`config.mk`:
```
export PLATFORM = sky130hd
export DESIGN_NAME = qdc_top
export DESIGN_NICKNAME = d
export VERILOG_FILES = /design/src/logic/qdc_chan.v /design/src/logic/qdc_sync.v /design/src/logic/qdc_top.v
export VERILOG_INCLUDE_DIRS = /design/src /design/src/logic
export SDC_FILE = /design/constraint.sdc
export NUM_CORES = 1
export LEC_CHECK = 0
export ABC_AREA = 1
export BUFFER_PORTS_ARGS = -buffer_cell sky130_fd_sc_hd__buf_2
export CORE_UTILIZATION = 52
export CTS_CLUSTER_SIZE = 28
export DETAILED_ROUTE_END_ITERATION = 10
export GPL_TIMING_DRIVEN = 0
export HOLD_SLACK_MARGIN = 0.1
export PLACE_DENSITY = 0.72
export SYNTH_ARGS = -nofsm -noshare
export SYNTH_HDL_FRONTEND = slang
export SYNTH_SLANG_ARGS = --single-unit
```
`constraint.sdc`:
```
create_clock -name SYS_CLK_I -period 1.5 [get_ports SYS_CLK_I]
set_clock_uncertainty 0.1 [all_clocks]
set_input_delay 0.075 -clock SYS_CLK_I [delete_from_list [all_inputs] [get_ports SYS_CLK_I]]
set_output_delay 0.075 -clock SYS_CLK_I [all_outputs]
set_load 0.005 [all_outputs]
```
`src/logic/qdc_defs.vh`:
```
// Constants for the quad converter serial command block
`ifndef QDC_DEFS_VH
`define QDC_DEFS_VH
`define QDC_WORD_BITS     32
`define QDC_CMD_WIDTH     4
`define QDC_ADDR_WIDTH    4
`define QDC_DATA_WIDTH    16
`define QDC_CMD_MSB       23
`define QDC_CMD_LSB       20
`define QDC_ADDR_MSB      19
`define QDC_ADDR_LSB      16
`define QDC_DATA_MSB      15
`define QDC_DATA_LSB      0
`define QDC_CMD_WRITE     4'h0
`define QDC_CMD_UPD       4'h1
`define QDC_CMD_WR_UPDALL 4'h2
`define QDC_CMD_WR_UPD    4'h3
`define QDC_CMD_PD        4'h4
`define QDC_CMD_PD_CHIP   4'h5
`define QDC_CMD_REF_INT   4'h6
`define QDC_CMD_REF_EXT   4'h7
`define QDC_CMD_NOP       4'hf
`define QDC_ADDR_ALL      4'hf
`define QDC_ZERO_CODE     16'h0000
`define QDC_MID_CODE      16'h8000
`define QDC_POR_FILL      3'h7
`endif

```
`src/logic/qdc_chan.v`:
```
// One converter channel: input register, output register and power-down flag
`timescale 1ns/10ps
`include "qdc_defs.vh"
module qdc_chan
(
  input  wire        clk_i,
  input  wire        rst_i,
  input  wire        clr_i,
  input  wire [15:0] clr_code_i,
  input  wire        write_i,
  input  wire        update_i,
  input  wire        pwr_up_i,
  input  wire        pwr_dn_i,
  input  wire [15:0] data_i,
  output reg  [15:0] in_reg_o,
  output reg  [15:0] out_reg_o,
  output reg         pd_o
);
  wire [15:0] next_in = write_i ? data_i : in_reg_o;

  always @(posedge clk_i)
  begin
    if (rst_i)
    begin
      in_reg_o  <= `QDC_ZERO_CODE;
      out_reg_o <= `QDC_ZERO_CODE;
      pd_o      <= 1'b0;
    end
    else if (clr_i)
    begin
      in_reg_o  <= clr_code_i;
      out_reg_o <= clr_code_i;
    end
    else
    begin
      in_reg_o <= next_in;
      // Update copies the input register, including a same-cycle write
      if (update_i)
        out_reg_o <= next_in;
      // Power-up wins over a power-down; contents are untouched
      if (pwr_up_i)
        pd_o <= 1'b0;
      else if (pwr_dn_i)
        pd_o <= 1'b1;
    end
  end
endmodule

```
`src/logic/qdc_sync.v`:
```
// Two flip-flop synchroniser for one level from outside the clock domain
`timescale 1ns/10ps
module qdc_sync
(
  input  wire clk_i,
  input  wire rst_i,
  input  wire init_i,
  input  wire d_i,
  output reg  q_o
);
  reg meta;

  always @(posedge clk_i)
  begin
    if (rst_i)
    begin
      meta <= init_i;
      q_o  <= init_i;
    end
    else
    begin
      meta <= d_i;
      q_o  <= meta;
    end
  end
endmodule

```
`src/logic/qdc_top.v`:
```
// Serial command control of a quad voltage-output converter
// Notes on behaviour
// While strobe is low, serial bits shift into the shift register.
// Strobe rising ends shifting and executes the shifted command.
// Input data is sampled on rising serial clock edges only.
// Words of 24 or 32 bits per strobe-low period are accepted.
// Serial output shows bit 32 edges late, changed on falling edge.
// Serial output is always driven, never high impedance.
// Update pin falling with strobe high updates all output registers.
// Update pin falling with strobe low defers update to strobe rising.
// Update pin low powers up all channels regardless of strobe.
// Update pin low at strobe rising blocks software power-down commands.
// Clear low with select low sets all registers to zero.
// Clear low with select high sets all registers to mid scale.
// Power-on loads zero or mid scale by the select pin.
// Internal reference is on after start-up; external select turns it off.
// Codes 0000, 0010, 0011 write; 0010 updates all, 0011 one.
// Code 0001 updates addressed channel; every update powers channels up.
// Code 0100 powers down addressed channels; 0101 all plus reference.
// 0110 selects internal reference, 0111 external, 1111 does nothing.
// Addresses 0000-0011 are channels A-D, 1111 is all channels.
// Word is command, address, 16-bit data, most significant first.
// 32-bit words lead with eight ignored bits.
// Update copies input register into the active output register.
// Reference off by external select returns only by internal select.
// Command decodes from the last 24 bits shifted in.
// Per-channel and reference power-down flags, contents untouched.
`timescale 1ns/10ps
`include "qdc_defs.vh"
module qdc_top
(
  input  wire        SYS_CLK_I,
  input  wire        SRST_I,
  input  wire        SELECT_LOAD_STROBE_N_I,
  input  wire        SERIAL_CLK_I,
  input  wire        SERIAL_DATA_IN_I,
  input  wire        ASYNC_UPDATE_N_I,
  input  wire        ASYNC_CLEAR_N_I,
  input  wire        RESET_VALUE_SELECT_I,
  output reg         SERIAL_DATA_OUT_O,
  output reg  [15:0] OUT_CODE_A_O,
  output reg  [15:0] OUT_CODE_B_O,
  output reg  [15:0] OUT_CODE_C_O,
  output reg  [15:0] OUT_CODE_D_O,
  output reg  [3:0]  CHAN_POWER_DOWN_O,
  output reg         REF_POWER_DOWN_O,
  output reg         REF_EXTERNAL_O
);
  // Synchronised pins
  wire strobe_n;
  wire sclk;
  wire serial_data_in;
  wire upd_n;
  wire clr_n;
  wire rsel;

  qdc_sync u_sync_cs
  (
    .clk_i  (SYS_CLK_I),
    .rst_i  (SRST_I),
    .init_i (1'b1),
    .d_i    (SELECT_LOAD_STROBE_N_I),
    .q_o    (strobe_n)
  );
  qdc_sync u_sync_sck
  (
    .clk_i  (SYS_CLK_I),
    .rst_i  (SRST_I),
    .init_i (1'b0),
    .d_i    (SERIAL_CLK_I),
    .q_o    (sclk)
  );
  qdc_sync u_sync_sdi
  (
    .clk_i  (SYS_CLK_I),
    .rst_i  (SRST_I),
    .init_i (1'b0),
    .d_i    (SERIAL_DATA_IN_I),
    .q_o    (serial_data_in)
  );
  qdc_sync u_sync_upd
  (
    .clk_i  (SYS_CLK_I),
    .rst_i  (SRST_I),
    .init_i (1'b1),
    .d_i    (ASYNC_UPDATE_N_I),
    .q_o    (upd_n)
  );
  qdc_sync u_sync_clr
  (
    .clk_i  (SYS_CLK_I),
    .rst_i  (SRST_I),
    .init_i (1'b1),
    .d_i    (ASYNC_CLEAR_N_I),
    .q_o    (clr_n)
  );
  qdc_sync u_sync_rsel
  (
    .clk_i  (SYS_CLK_I),
    .rst_i  (SRST_I),
    .init_i (1'b0),
    .d_i    (RESET_VALUE_SELECT_I),
    .q_o    (rsel)
  );

  // Edge detection on synchronised levels
  reg sclk_d;
  reg strobe_d;
  reg upd_d;
  always @(posedge SYS_CLK_I)
  begin
    if (SRST_I)
    begin
      sclk_d   <= 1'b0;
      strobe_d <= 1'b1;
      upd_d    <= 1'b1;
    end
    else
    begin
      sclk_d   <= sclk;
      strobe_d <= strobe_n;
      upd_d    <= upd_n;
    end
  end
  wire sclk_rise   = sclk & ~sclk_d;
  wire sclk_fall   = ~sclk & sclk_d;
  wire strobe_rise = strobe_n & ~strobe_d;
  wire upd_fall    = ~upd_n & upd_d;

  // Power-on load, held until the select pin has crossed its synchroniser
  reg [2:0] por_sr;
  always @(posedge SYS_CLK_I)
  begin
    if (SRST_I)
      por_sr <= `QDC_POR_FILL;
    else
      por_sr <= {por_sr[1:0], 1'b0};
  end
  wire por_pending = |por_sr;

  // Shift register
  reg [31:0] shreg;
  always @(posedge SYS_CLK_I)
  begin
    if (SRST_I)
      shreg <= 32'h0000_0000;
    else if (!strobe_n && sclk_rise)
      shreg <= {shreg[30:0], serial_data_in};
  end

  // Daisy-chain output, changed on falling edge, always driven
  always @(posedge SYS_CLK_I)
  begin
    if (SRST_I)
      SERIAL_DATA_OUT_O <= 1'b0;
    else if (sclk_fall)
      SERIAL_DATA_OUT_O <= shreg[31];
  end

  // Command fields from the last 24 bits
  wire [3:0]  cmd  = shreg[`QDC_CMD_MSB:`QDC_CMD_LSB];
  wire [3:0]  addr = shreg[`QDC_ADDR_MSB:`QDC_ADDR_LSB];
  wire [15:0] data = shreg[`QDC_DATA_MSB:`QDC_DATA_LSB];

  // Deferred update pending while strobe low
  reg upd_deferred;
  always @(posedge SYS_CLK_I)
  begin
    if (SRST_I)
      upd_deferred <= 1'b0;
    else if (strobe_rise)
      upd_deferred <= 1'b0;
    else if (upd_fall && !strobe_n)
      upd_deferred <= 1'b1;
  end

  // Channel address decode
  reg [3:0] sel;
  always @*
  begin
    if (addr == `QDC_ADDR_ALL)
      sel = 4'hf;
    else if (addr[3:2] == 2'b00)
      sel = 4'h1 << addr[1:0];
    else
      sel = 4'h0;
  end

  // Command execution
  wire exec    = strobe_rise;
  wire pd_inh  = ~upd_n;
  wire pin_upd = (upd_fall && strobe_n && !strobe_rise)
               | (exec && (upd_deferred || !upd_n));
  reg  [3:0] wr;
  reg  [3:0] upd;
  reg  [3:0] pdn;
  reg        ref_on;
  reg        ref_off_ext;
  reg        ref_off_chip;
  always @*
  begin
    wr           = 4'h0;
    upd          = 4'h0;
    pdn          = 4'h0;
    ref_on       = 1'b0;
    ref_off_ext  = 1'b0;
    ref_off_chip = 1'b0;
    if (exec)
    begin
      case (cmd)
        `QDC_CMD_WRITE:     wr = sel;
        `QDC_CMD_UPD:       upd = sel;
        `QDC_CMD_WR_UPDALL:
        begin
          wr  = sel;
          upd = 4'hf;
        end
        `QDC_CMD_WR_UPD:
        begin
          wr  = sel;
          upd = sel;
        end
        `QDC_CMD_PD:        pdn = pd_inh ? 4'h0 : sel;
        `QDC_CMD_PD_CHIP:
        begin
          pdn          = pd_inh ? 4'h0 : 4'hf;
          ref_off_chip = ~pd_inh;
        end
        `QDC_CMD_REF_INT:   ref_on = 1'b1;
        `QDC_CMD_REF_EXT:   ref_off_ext = ~pd_inh;
        default:            wr = 4'h0;               // No operation
      endcase
    end
    if (pin_upd)
      upd = 4'hf;
  end
  wire [3:0] pwr_up = upd | (upd_n ? 4'h0 : 4'hf);

  // Clear and power-on value
  wire        clr_now  = ~clr_n | por_pending;
  wire [15:0] clr_code = rsel ? `QDC_MID_CODE : `QDC_ZERO_CODE;

  wire [15:0] out_a;
  wire [15:0] out_b;
  wire [15:0] out_c;
  wire [15:0] out_d;
  wire [3:0]  pd;

  qdc_chan u_ch_a
  (
    .clk_i      (SYS_CLK_I),
    .rst_i      (SRST_I),
    .clr_i      (clr_now),
    .clr_code_i (clr_code),
    .write_i    (wr[0]),
    .update_i   (upd[0]),
    .pwr_up_i   (pwr_up[0]),
    .pwr_dn_i   (pdn[0]),
    .data_i     (data),
    .in_reg_o   (),
    .out_reg_o  (out_a),
    .pd_o       (pd[0])
  );
  qdc_chan u_ch_b
  (
    .clk_i      (SYS_CLK_I),
    .rst_i      (SRST_I),
    .clr_i      (clr_now),
    .clr_code_i (clr_code),
    .write_i    (wr[1]),
    .update_i   (upd[1]),
    .pwr_up_i   (pwr_up[1]),
    .pwr_dn_i   (pdn[1]),
    .data_i     (data),
    .in_reg_o   (),
    .out_reg_o  (out_b),
    .pd_o       (pd[1])
  );
  qdc_chan u_ch_c
  (
    .clk_i      (SYS_CLK_I),
    .rst_i      (SRST_I),
    .clr_i      (clr_now),
    .clr_code_i (clr_code),
    .write_i    (wr[2]),
    .update_i   (upd[2]),
    .pwr_up_i   (pwr_up[2]),
    .pwr_dn_i   (pdn[2]),
    .data_i     (data),
    .in_reg_o   (),
    .out_reg_o  (out_c),
    .pd_o       (pd[2])
  );
  qdc_chan u_ch_d
  (
    .clk_i      (SYS_CLK_I),
    .rst_i      (SRST_I),
    .clr_i      (clr_now),
    .clr_code_i (clr_code),
    .write_i    (wr[3]),
    .update_i   (upd[3]),
    .pwr_up_i   (pwr_up[3]),
    .pwr_dn_i   (pdn[3]),
    .data_i     (data),
    .in_reg_o   (),
    .out_reg_o  (out_d),
    .pd_o       (pd[3])
  );

  // Reference state: off by chip power-down returns on any channel power-up
  reg ref_pd_chip;
  reg ref_pd_ext;
  always @(posedge SYS_CLK_I)
  begin
    if (SRST_I)
    begin
      ref_pd_chip <= 1'b0;
      ref_pd_ext  <= 1'b0;
    end
    else
    begin
      if (ref_on || (|pwr_up))
        ref_pd_chip <= 1'b0;
      else if (ref_off_chip)
        ref_pd_chip <= 1'b1;
      if (ref_on)
        ref_pd_ext <= 1'b0;
      else if (ref_off_ext)
        ref_pd_ext <= 1'b1;
    end
  end

  // Registered outputs
  always @(posedge SYS_CLK_I)
  begin
    if (SRST_I)
    begin
      OUT_CODE_A_O      <= `QDC_ZERO_CODE;
      OUT_CODE_B_O      <= `QDC_ZERO_CODE;
      OUT_CODE_C_O      <= `QDC_ZERO_CODE;
      OUT_CODE_D_O      <= `QDC_ZERO_CODE;
      CHAN_POWER_DOWN_O <= 4'h0;
      REF_POWER_DOWN_O  <= 1'b0;
      REF_EXTERNAL_O    <= 1'b0;
    end
    else
    begin
      OUT_CODE_A_O      <= out_a;
      OUT_CODE_B_O      <= out_b;
      OUT_CODE_C_O      <= out_c;
      OUT_CODE_D_O      <= out_d;
      CHAN_POWER_DOWN_O <= pd;
      REF_POWER_DOWN_O  <= ref_pd_chip | ref_pd_ext;
      REF_EXTERNAL_O    <= ref_pd_ext;
    end
  end
endmodule

```
Word-level counts from Yosys, hierarchy flattened. Index checks and enable logic that the tools add are counted.

Bits in registers: 256. Input port bits: 8.

Equality and inequality tests: 8. Shift-type cells: 1. Multiplexer cells: 44. Bitwise gates (word level): 14. Reduce and logical (&&, ||, !) cells: 31.

Operators with widths (number): 16-bit two-way mux (17); 4-bit two-way mux (10); 4-bit by 3-bit == test with 1-bit output, second input constant (4); 4-bit one-hot mux with 2 select lines (2); 2-bit nonzero test (8); 1-bit two-way mux (15); 4-bit by 2-bit == test with 1-bit output, second input constant (2); 2-bit AND reduction (4); 2-bit OR reduction (4); 1-bit inverter (6); 3-bit OR reduction (2); 1-bit logical AND (5); 1-bit bitwise AND (4); 4-bit by 1-bit == test with 1-bit output, second input constant (1); 4-bit == test, second input constant (1); 4-bit zero test (1); 4-bit OR (1); 4-bit OR reduction (1); 1-bit by 2-bit << shifter with 4-bit output, first input constant (1); 1-bit zero test (3); 1-bit OR (3); 2-bit zero test (1); 1-bit logical OR (2).

Longest topological paths before layout.
Depth in word-level cells: 10. Mapped depth: 12. Mapped depth without buffers: 11.

By module. From an unflattened synthesis, not the netlist that was laid out.

Cells, all modules: 1245. Area, all modules: 9711.8 um2.

Modules (own cells, without submodules): qdc_chan (instances 4, cells each 182, area each 1396.3 um2, sequential area each 660.6 um2); qdc_top (instances 1, cells each 469, area each 3751.1 um2, sequential area each 2242.2 um2); qdc_sync (instances 6, cells each 8, area each 62.6 um2, sequential area each 40.0 um2).

Worst setup path after synthesis. No wires, ideal clock.

Path kind: register to register. Start point: register u_sync_upd.q_o. End point: register u_ch_b.out_reg_o[10]. Arrival: 1.332 ns. Setup slack: -0.045 ns. Stages on the path, launching flop included: 12. Buffers on the path: 3. Cells stage by stage: dfxtp_1 buf_2 inv_1 nand3_1 nor2_1 nor2_4 buf_6 nand2_4 nor2_4 buf_4 nand2_1 nand2_1.

Word-level cells in the longest chain between the ends: 7.

RTL lines: from (decl) (RTL line qdc_sync.v:9) `output reg q_o`; from (signal assigned) (RTL line qdc_sync.v:18) `q_o <= init_i;`; from (signal assigned) (RTL line qdc_sync.v:23) `q_o <= meta;`; 1-bit inverter; 1-bit bitwise AND (RTL line qdc_top.v:128) `wire upd_fall = ~upd_n & upd_d;`; 1-bit logical AND (2 in a row) (RTL line qdc_top.v:192) `wire pin_upd = (upd_fall && strobe_n && !strobe_rise)`; 1-bit OR (*) (RTL line qdc_top.v:193) `| (exec && (upd_deferred || !upd_n));`; 4-bit two-way mux (*) (RTL line qdc_top.v:234) `if (pin_upd)`; 2-bit nonzero test (no line) (*); to (signal assigned) (RTL line qdc_chan.v:26) `` out_reg_o <= `QDC_ZERO_CODE; ``; to (signal assigned) (RTL line qdc_chan.v:32) `out_reg_o <= clr_code_i;`; to (signal assigned) (RTL line qdc_chan.v:39) `out_reg_o <= next_in;`; to (decl) (RTL line qdc_chan.v:16) `output reg [15:0] out_reg_o,`.

Mark *: on every way between the ends. The rest lies on a longest branch, timed or not. A chain may end at the register's enable or synchronous reset.

Worst setup path after layout.
Start point: register shreg[17]. End point: register u_ch_a.out_reg_o[1].

Word-level cells in the longest chain between the ends: 8.

RTL lines: from (decl) (RTL line qdc_top.v:142) `reg [31:0] shreg;`; from (signal assigned) (RTL line qdc_top.v:148) `shreg <= {shreg[30:0], serial_data_in};`; 1-bit by 2-bit << shifter with 4-bit output (RTL line qdc_top.v:184) `sel = 4'h1 << addr[1:0];`; 4-bit two-way mux (RTL line qdc_top.v:183) `else if (addr[3:2] == 2'b00)`; 4-bit two-way mux (*) (RTL line qdc_top.v:181) `` if (addr == `QDC_ADDR_ALL) ``; 4-bit two-way mux (RTL line qdc_top.v:210) `case (cmd)`; 4-bit two-way mux (RTL line qdc_top.v:208) `if (exec)`; 16-bit two-way mux (RTL line qdc_chan.v:19) `wire [15:0] next_in = write_i ? data_i : in_reg_o;`; 16-bit two-way mux (RTL line qdc_chan.v:38) `if (update_i)`; 16-bit two-way mux (RTL line qdc_chan.v:29) `else if (clr_i)`; to (signal assigned) (RTL line qdc_chan.v:26); to (signal assigned) (RTL line qdc_chan.v:32); to (signal assigned) (RTL line qdc_chan.v:39); to (decl) (RTL line qdc_chan.v:16).

Mark *: on every way between the ends. The rest lies on a longest branch, timed or not. The select of a mux whose other input is x is not followed.

==> flow_summary.toml <==
[grt]
grt.overflow.total = 0
grt_pass1_vias = 6791
antenna_found_initial = 0
grt_pass1_wl_mm = 32.7
grt_usage_pct = 23.1
grt_start_max_net_pins = 15

[synthesis]
ys_seq_elements = 256
syn_nets = 1092
yosysSeqAreaShare_pct = 59.1
synth_area_um2 = 8670
postSynthAreaPerCell_um2 = 8.00
synthCells = 1084
yosysWarnings = 0
yosysUniqueCellTypes = 27

[critical_path]
crit_path_max_incr_delay_ns = 0.37
path_delay_family = "simple AND/OR/NAND/NOR gates"
worstPathMaxFanout = 5
crit_chain = "nand2_2 > inv_2 > nand2_4 > nand2_4 > buf_12 > nand2_8 > buf_4 > o21ai_1 > nor2_1 > nand2_1 > nand2_1"
required_ns = 1.86
end_kind = "flop"
crit_type = "reg -> reg"
crit_start = "shreg[17]"
cp_num_buf_inv = 3
r2r_start = "shreg[17]"
crit_arrival_ns = 2.21
worstSetupStartpointType = "flop"
critical_path.slowest_cell = "dfxtp_4"

[timing]
slew_violations = 0
rsz0062_at_grt = "yes"
relSlewSlack_pct = 52.2
final-setup-viol-count = 141
fmax_ghz = 0.541
worst_pin_slew_ns = 0.717
period_share_pct = 123
timing.hold.ws_ns = 0.108
setup_ws_ns = -0.349
finalHoldViolations = 0
fin_crit_ns = 1.85

[place]
io_buffer_count = 78
hpwl_mm = 12.3
place_area_um2 = 9390
gp_congestion = 0.829

[pwr]
leakage_uw = 0.00519
p_sw_share_pct = 21.3
p_clk_share_pct = 46.3
intPower_uw = 10700
peakVddDrop_mv = 0.809
p_seq_share_pct = 50.3
p_per_area_nw_per_um2 = 1140
power.switching_uw = 2900
combinationalPowerShare_pct = 3.4
power_uw = 13600

[die]
fp.dieW_um = 131
core_um2 = 16100
die_h_um = 131
die_area_um2 = 17200
ioPinCount = 79
rows = 46
start_util_pct = 54.0

[clock_network]
numCtsBuffers = 25
root_buffer = "clkbuf_16"
clock_sinks = 256
clk_pin_slew_ns = 0.07
clk_path_buf_depth = 3
clock_latency_ns = 0.52
cts_tree = "yes"
h-tree-depth = 1

[routing]
vias_per_cell = 5.18
ant_nets = 0
firstDrtPassIters = 5
finalWirelength_mm = 24.3
vias = 7837
wl_per_cell_um = 16.0
drc = 0
drt_iter0_markers = 574

[outcome]
outcome = "complete, but fails checks"
violations = "setup timing"

[finish]
post-route-cell-area_um2 = 12000
syn_to_final_growth_pct = 38.0
num_antenna_cells = 0
drive_above_1_share_pct = 32.2
nets = 1288

[min_path]
hold_class = "in -> reg"
hold_path.startpoint = "SRST_I"

[run]
drv_cap = 0
[path summary, 6_finish.rpt]
kind / endpoint / slack (ns) / depth (start not counted)
hold reg to reg: u_sync_rsel.q_o / 0.30 / 2
setup reg to reg: u_ch_a.out_reg_o[1] / -0.35 / 11
setup / recovery: u_ch_a.out_reg_o[1] / -0.35 / 11
hold / removal: por_sr[0] / 0.11 / 2
[cells in the final DEF, fill, tap and decap left out, types with 14 or more instances in the layout]
master     netlist  final
nand2_1        259    219
o21ai_2          0     20
nand3_1         20     14
inv_1          110    104
nand2_2          7     33
dfxtp_1        256    244
nor2_1         198    158
nor2_4           7     15
buf_6            2     37
a21oi_1         72     59
nor2_2           1     33
buf_4            2     57
o21ai_0         35     31
clkbuf_16        0     29
buf_2           21     80
o21ai_1         43     19
clkbuf_1        18     17
[power by group through the flow]
stage | registers, uW | clock network (uW) | logic, uW
floorplan | 7010 | 0 | 196
detailed placement | 7020 | 0 | 274
global placement | 7020 | 0 | 269
CTS | 6860 | 6300 | 360
finish | 6860 | 6320 | 464
global route | 6860 | 6650 | 493
[cell usage after synthesis (all sizes together)]
cell | instances | area [um2]
nand3 | 22 | 128
nand4 | 5 | 31.3
nor3 | 2 | 20.0
or2 | 7 | 43.8
o21bai | 1 | 7.51
a21oi | 72 | 360
dfxtp | 256 | 5120
clkinv | 1 | 5.00
buf | 27 | 150
inv | 115 | 434
nand2 | 270 | 1060
o21ai | 78 | 390
nor2 | 206 | 828
clkbuf | 22 | 87.6
[worst reg2reg max path, delay by kind of cell (launching register included)]
| kind | cells | cell delay [ns] |
|---|---|---|
| AND/OR/NAND/NOR | 7 | 0.93 |
| flip-flops | 1 | 0.37 |
| buffers and inverters | 3 | 0.32 |
| AO/OA/AOI/OAI | 1 | 0.06 |
[sequential cells by signal, indices dropped and copies added (netlist names), 3 cells and up]
| signal | flops |
|---|---|
| OUT_CODE_A_O | 16 |
| OUT_CODE_D_O | 16 |
| OUT_CODE_C_O | 16 |
| u_ch_c.in_reg_o | 16 |
| por_sr | 3 |
| CHAN_POWER_DOWN_O | 4 |
| OUT_CODE_B_O | 16 |
| u_ch_b.in_reg_o | 16 |
| u_ch_b.out_reg_o | 16 |
| u_ch_c.out_reg_o | 16 |
| u_ch_a.in_reg_o | 16 |
| u_ch_d.in_reg_o | 16 |
| u_ch_d.out_reg_o | 16 |
| u_ch_a.out_reg_o | 16 |
| shreg | 32 |
[per-stage QoR]
| stage | instances | util (%) | TNS, ns | setup slack [ns] |
|---|---|---|---|---|
| 5_1_grt | 1513 | 74.5 | -23.19 | -0.376 |
| 3_3_place_gp | 1378 | 58.5 | -50.37 | -0.594 |
| 2_1_floorplan | 1084 | - | -0.0392 | -0.00545 |
| 4_1_cts | 1478 | 68.9 | -3.53 | -0.0817 |
| 6_report | 1513 | 74.5 | -16.22 | -0.349 |
| 3_5_place_dp | 1378 | 58.5 | -50.80 | -0.595 |
[timing repair]
action	4_1_cts	5_1_grt
gates cloned	5	7
pin swaps	39	55
setup endpoints to repair	171	151
resized for setup	112	170
buffers inserted	44	28
hold buffers	7	0
endpoints found under the hold margin	7	0
[layout make-up]
class,count,area (um2)
clock inverters,10,131
clock buffers,34,689
plain buffers,49,423
flip-flops and latches,256,5160
repair buffers,168,1300
multi-input cells,664,3520
fillers,1032,4090
well taps,216,270
inverters,116,468
[per-layer routing]
metal	vias up	share of wire, %	global-route usage, %
met5	-	0	0
met4	0	5.5	10.5
met3	121	8.5	4.17
met2	433	48	38.9
met1	3549	38	28.8
li1	3734	-	-
[cell families after synthesis]
| kind of cell | count (synthesis) | synth area share [%] |
|---|---|---|
| buffers and inverters | 165 | 7.81 |
| AND/OR/NAND/NOR | 512 | 24.4 |
| AO/OA/AOI/OAI | 151 | 8.74 |
| flip-flops | 256 | 59.1 |
Power figures use the tool's default switching activity.
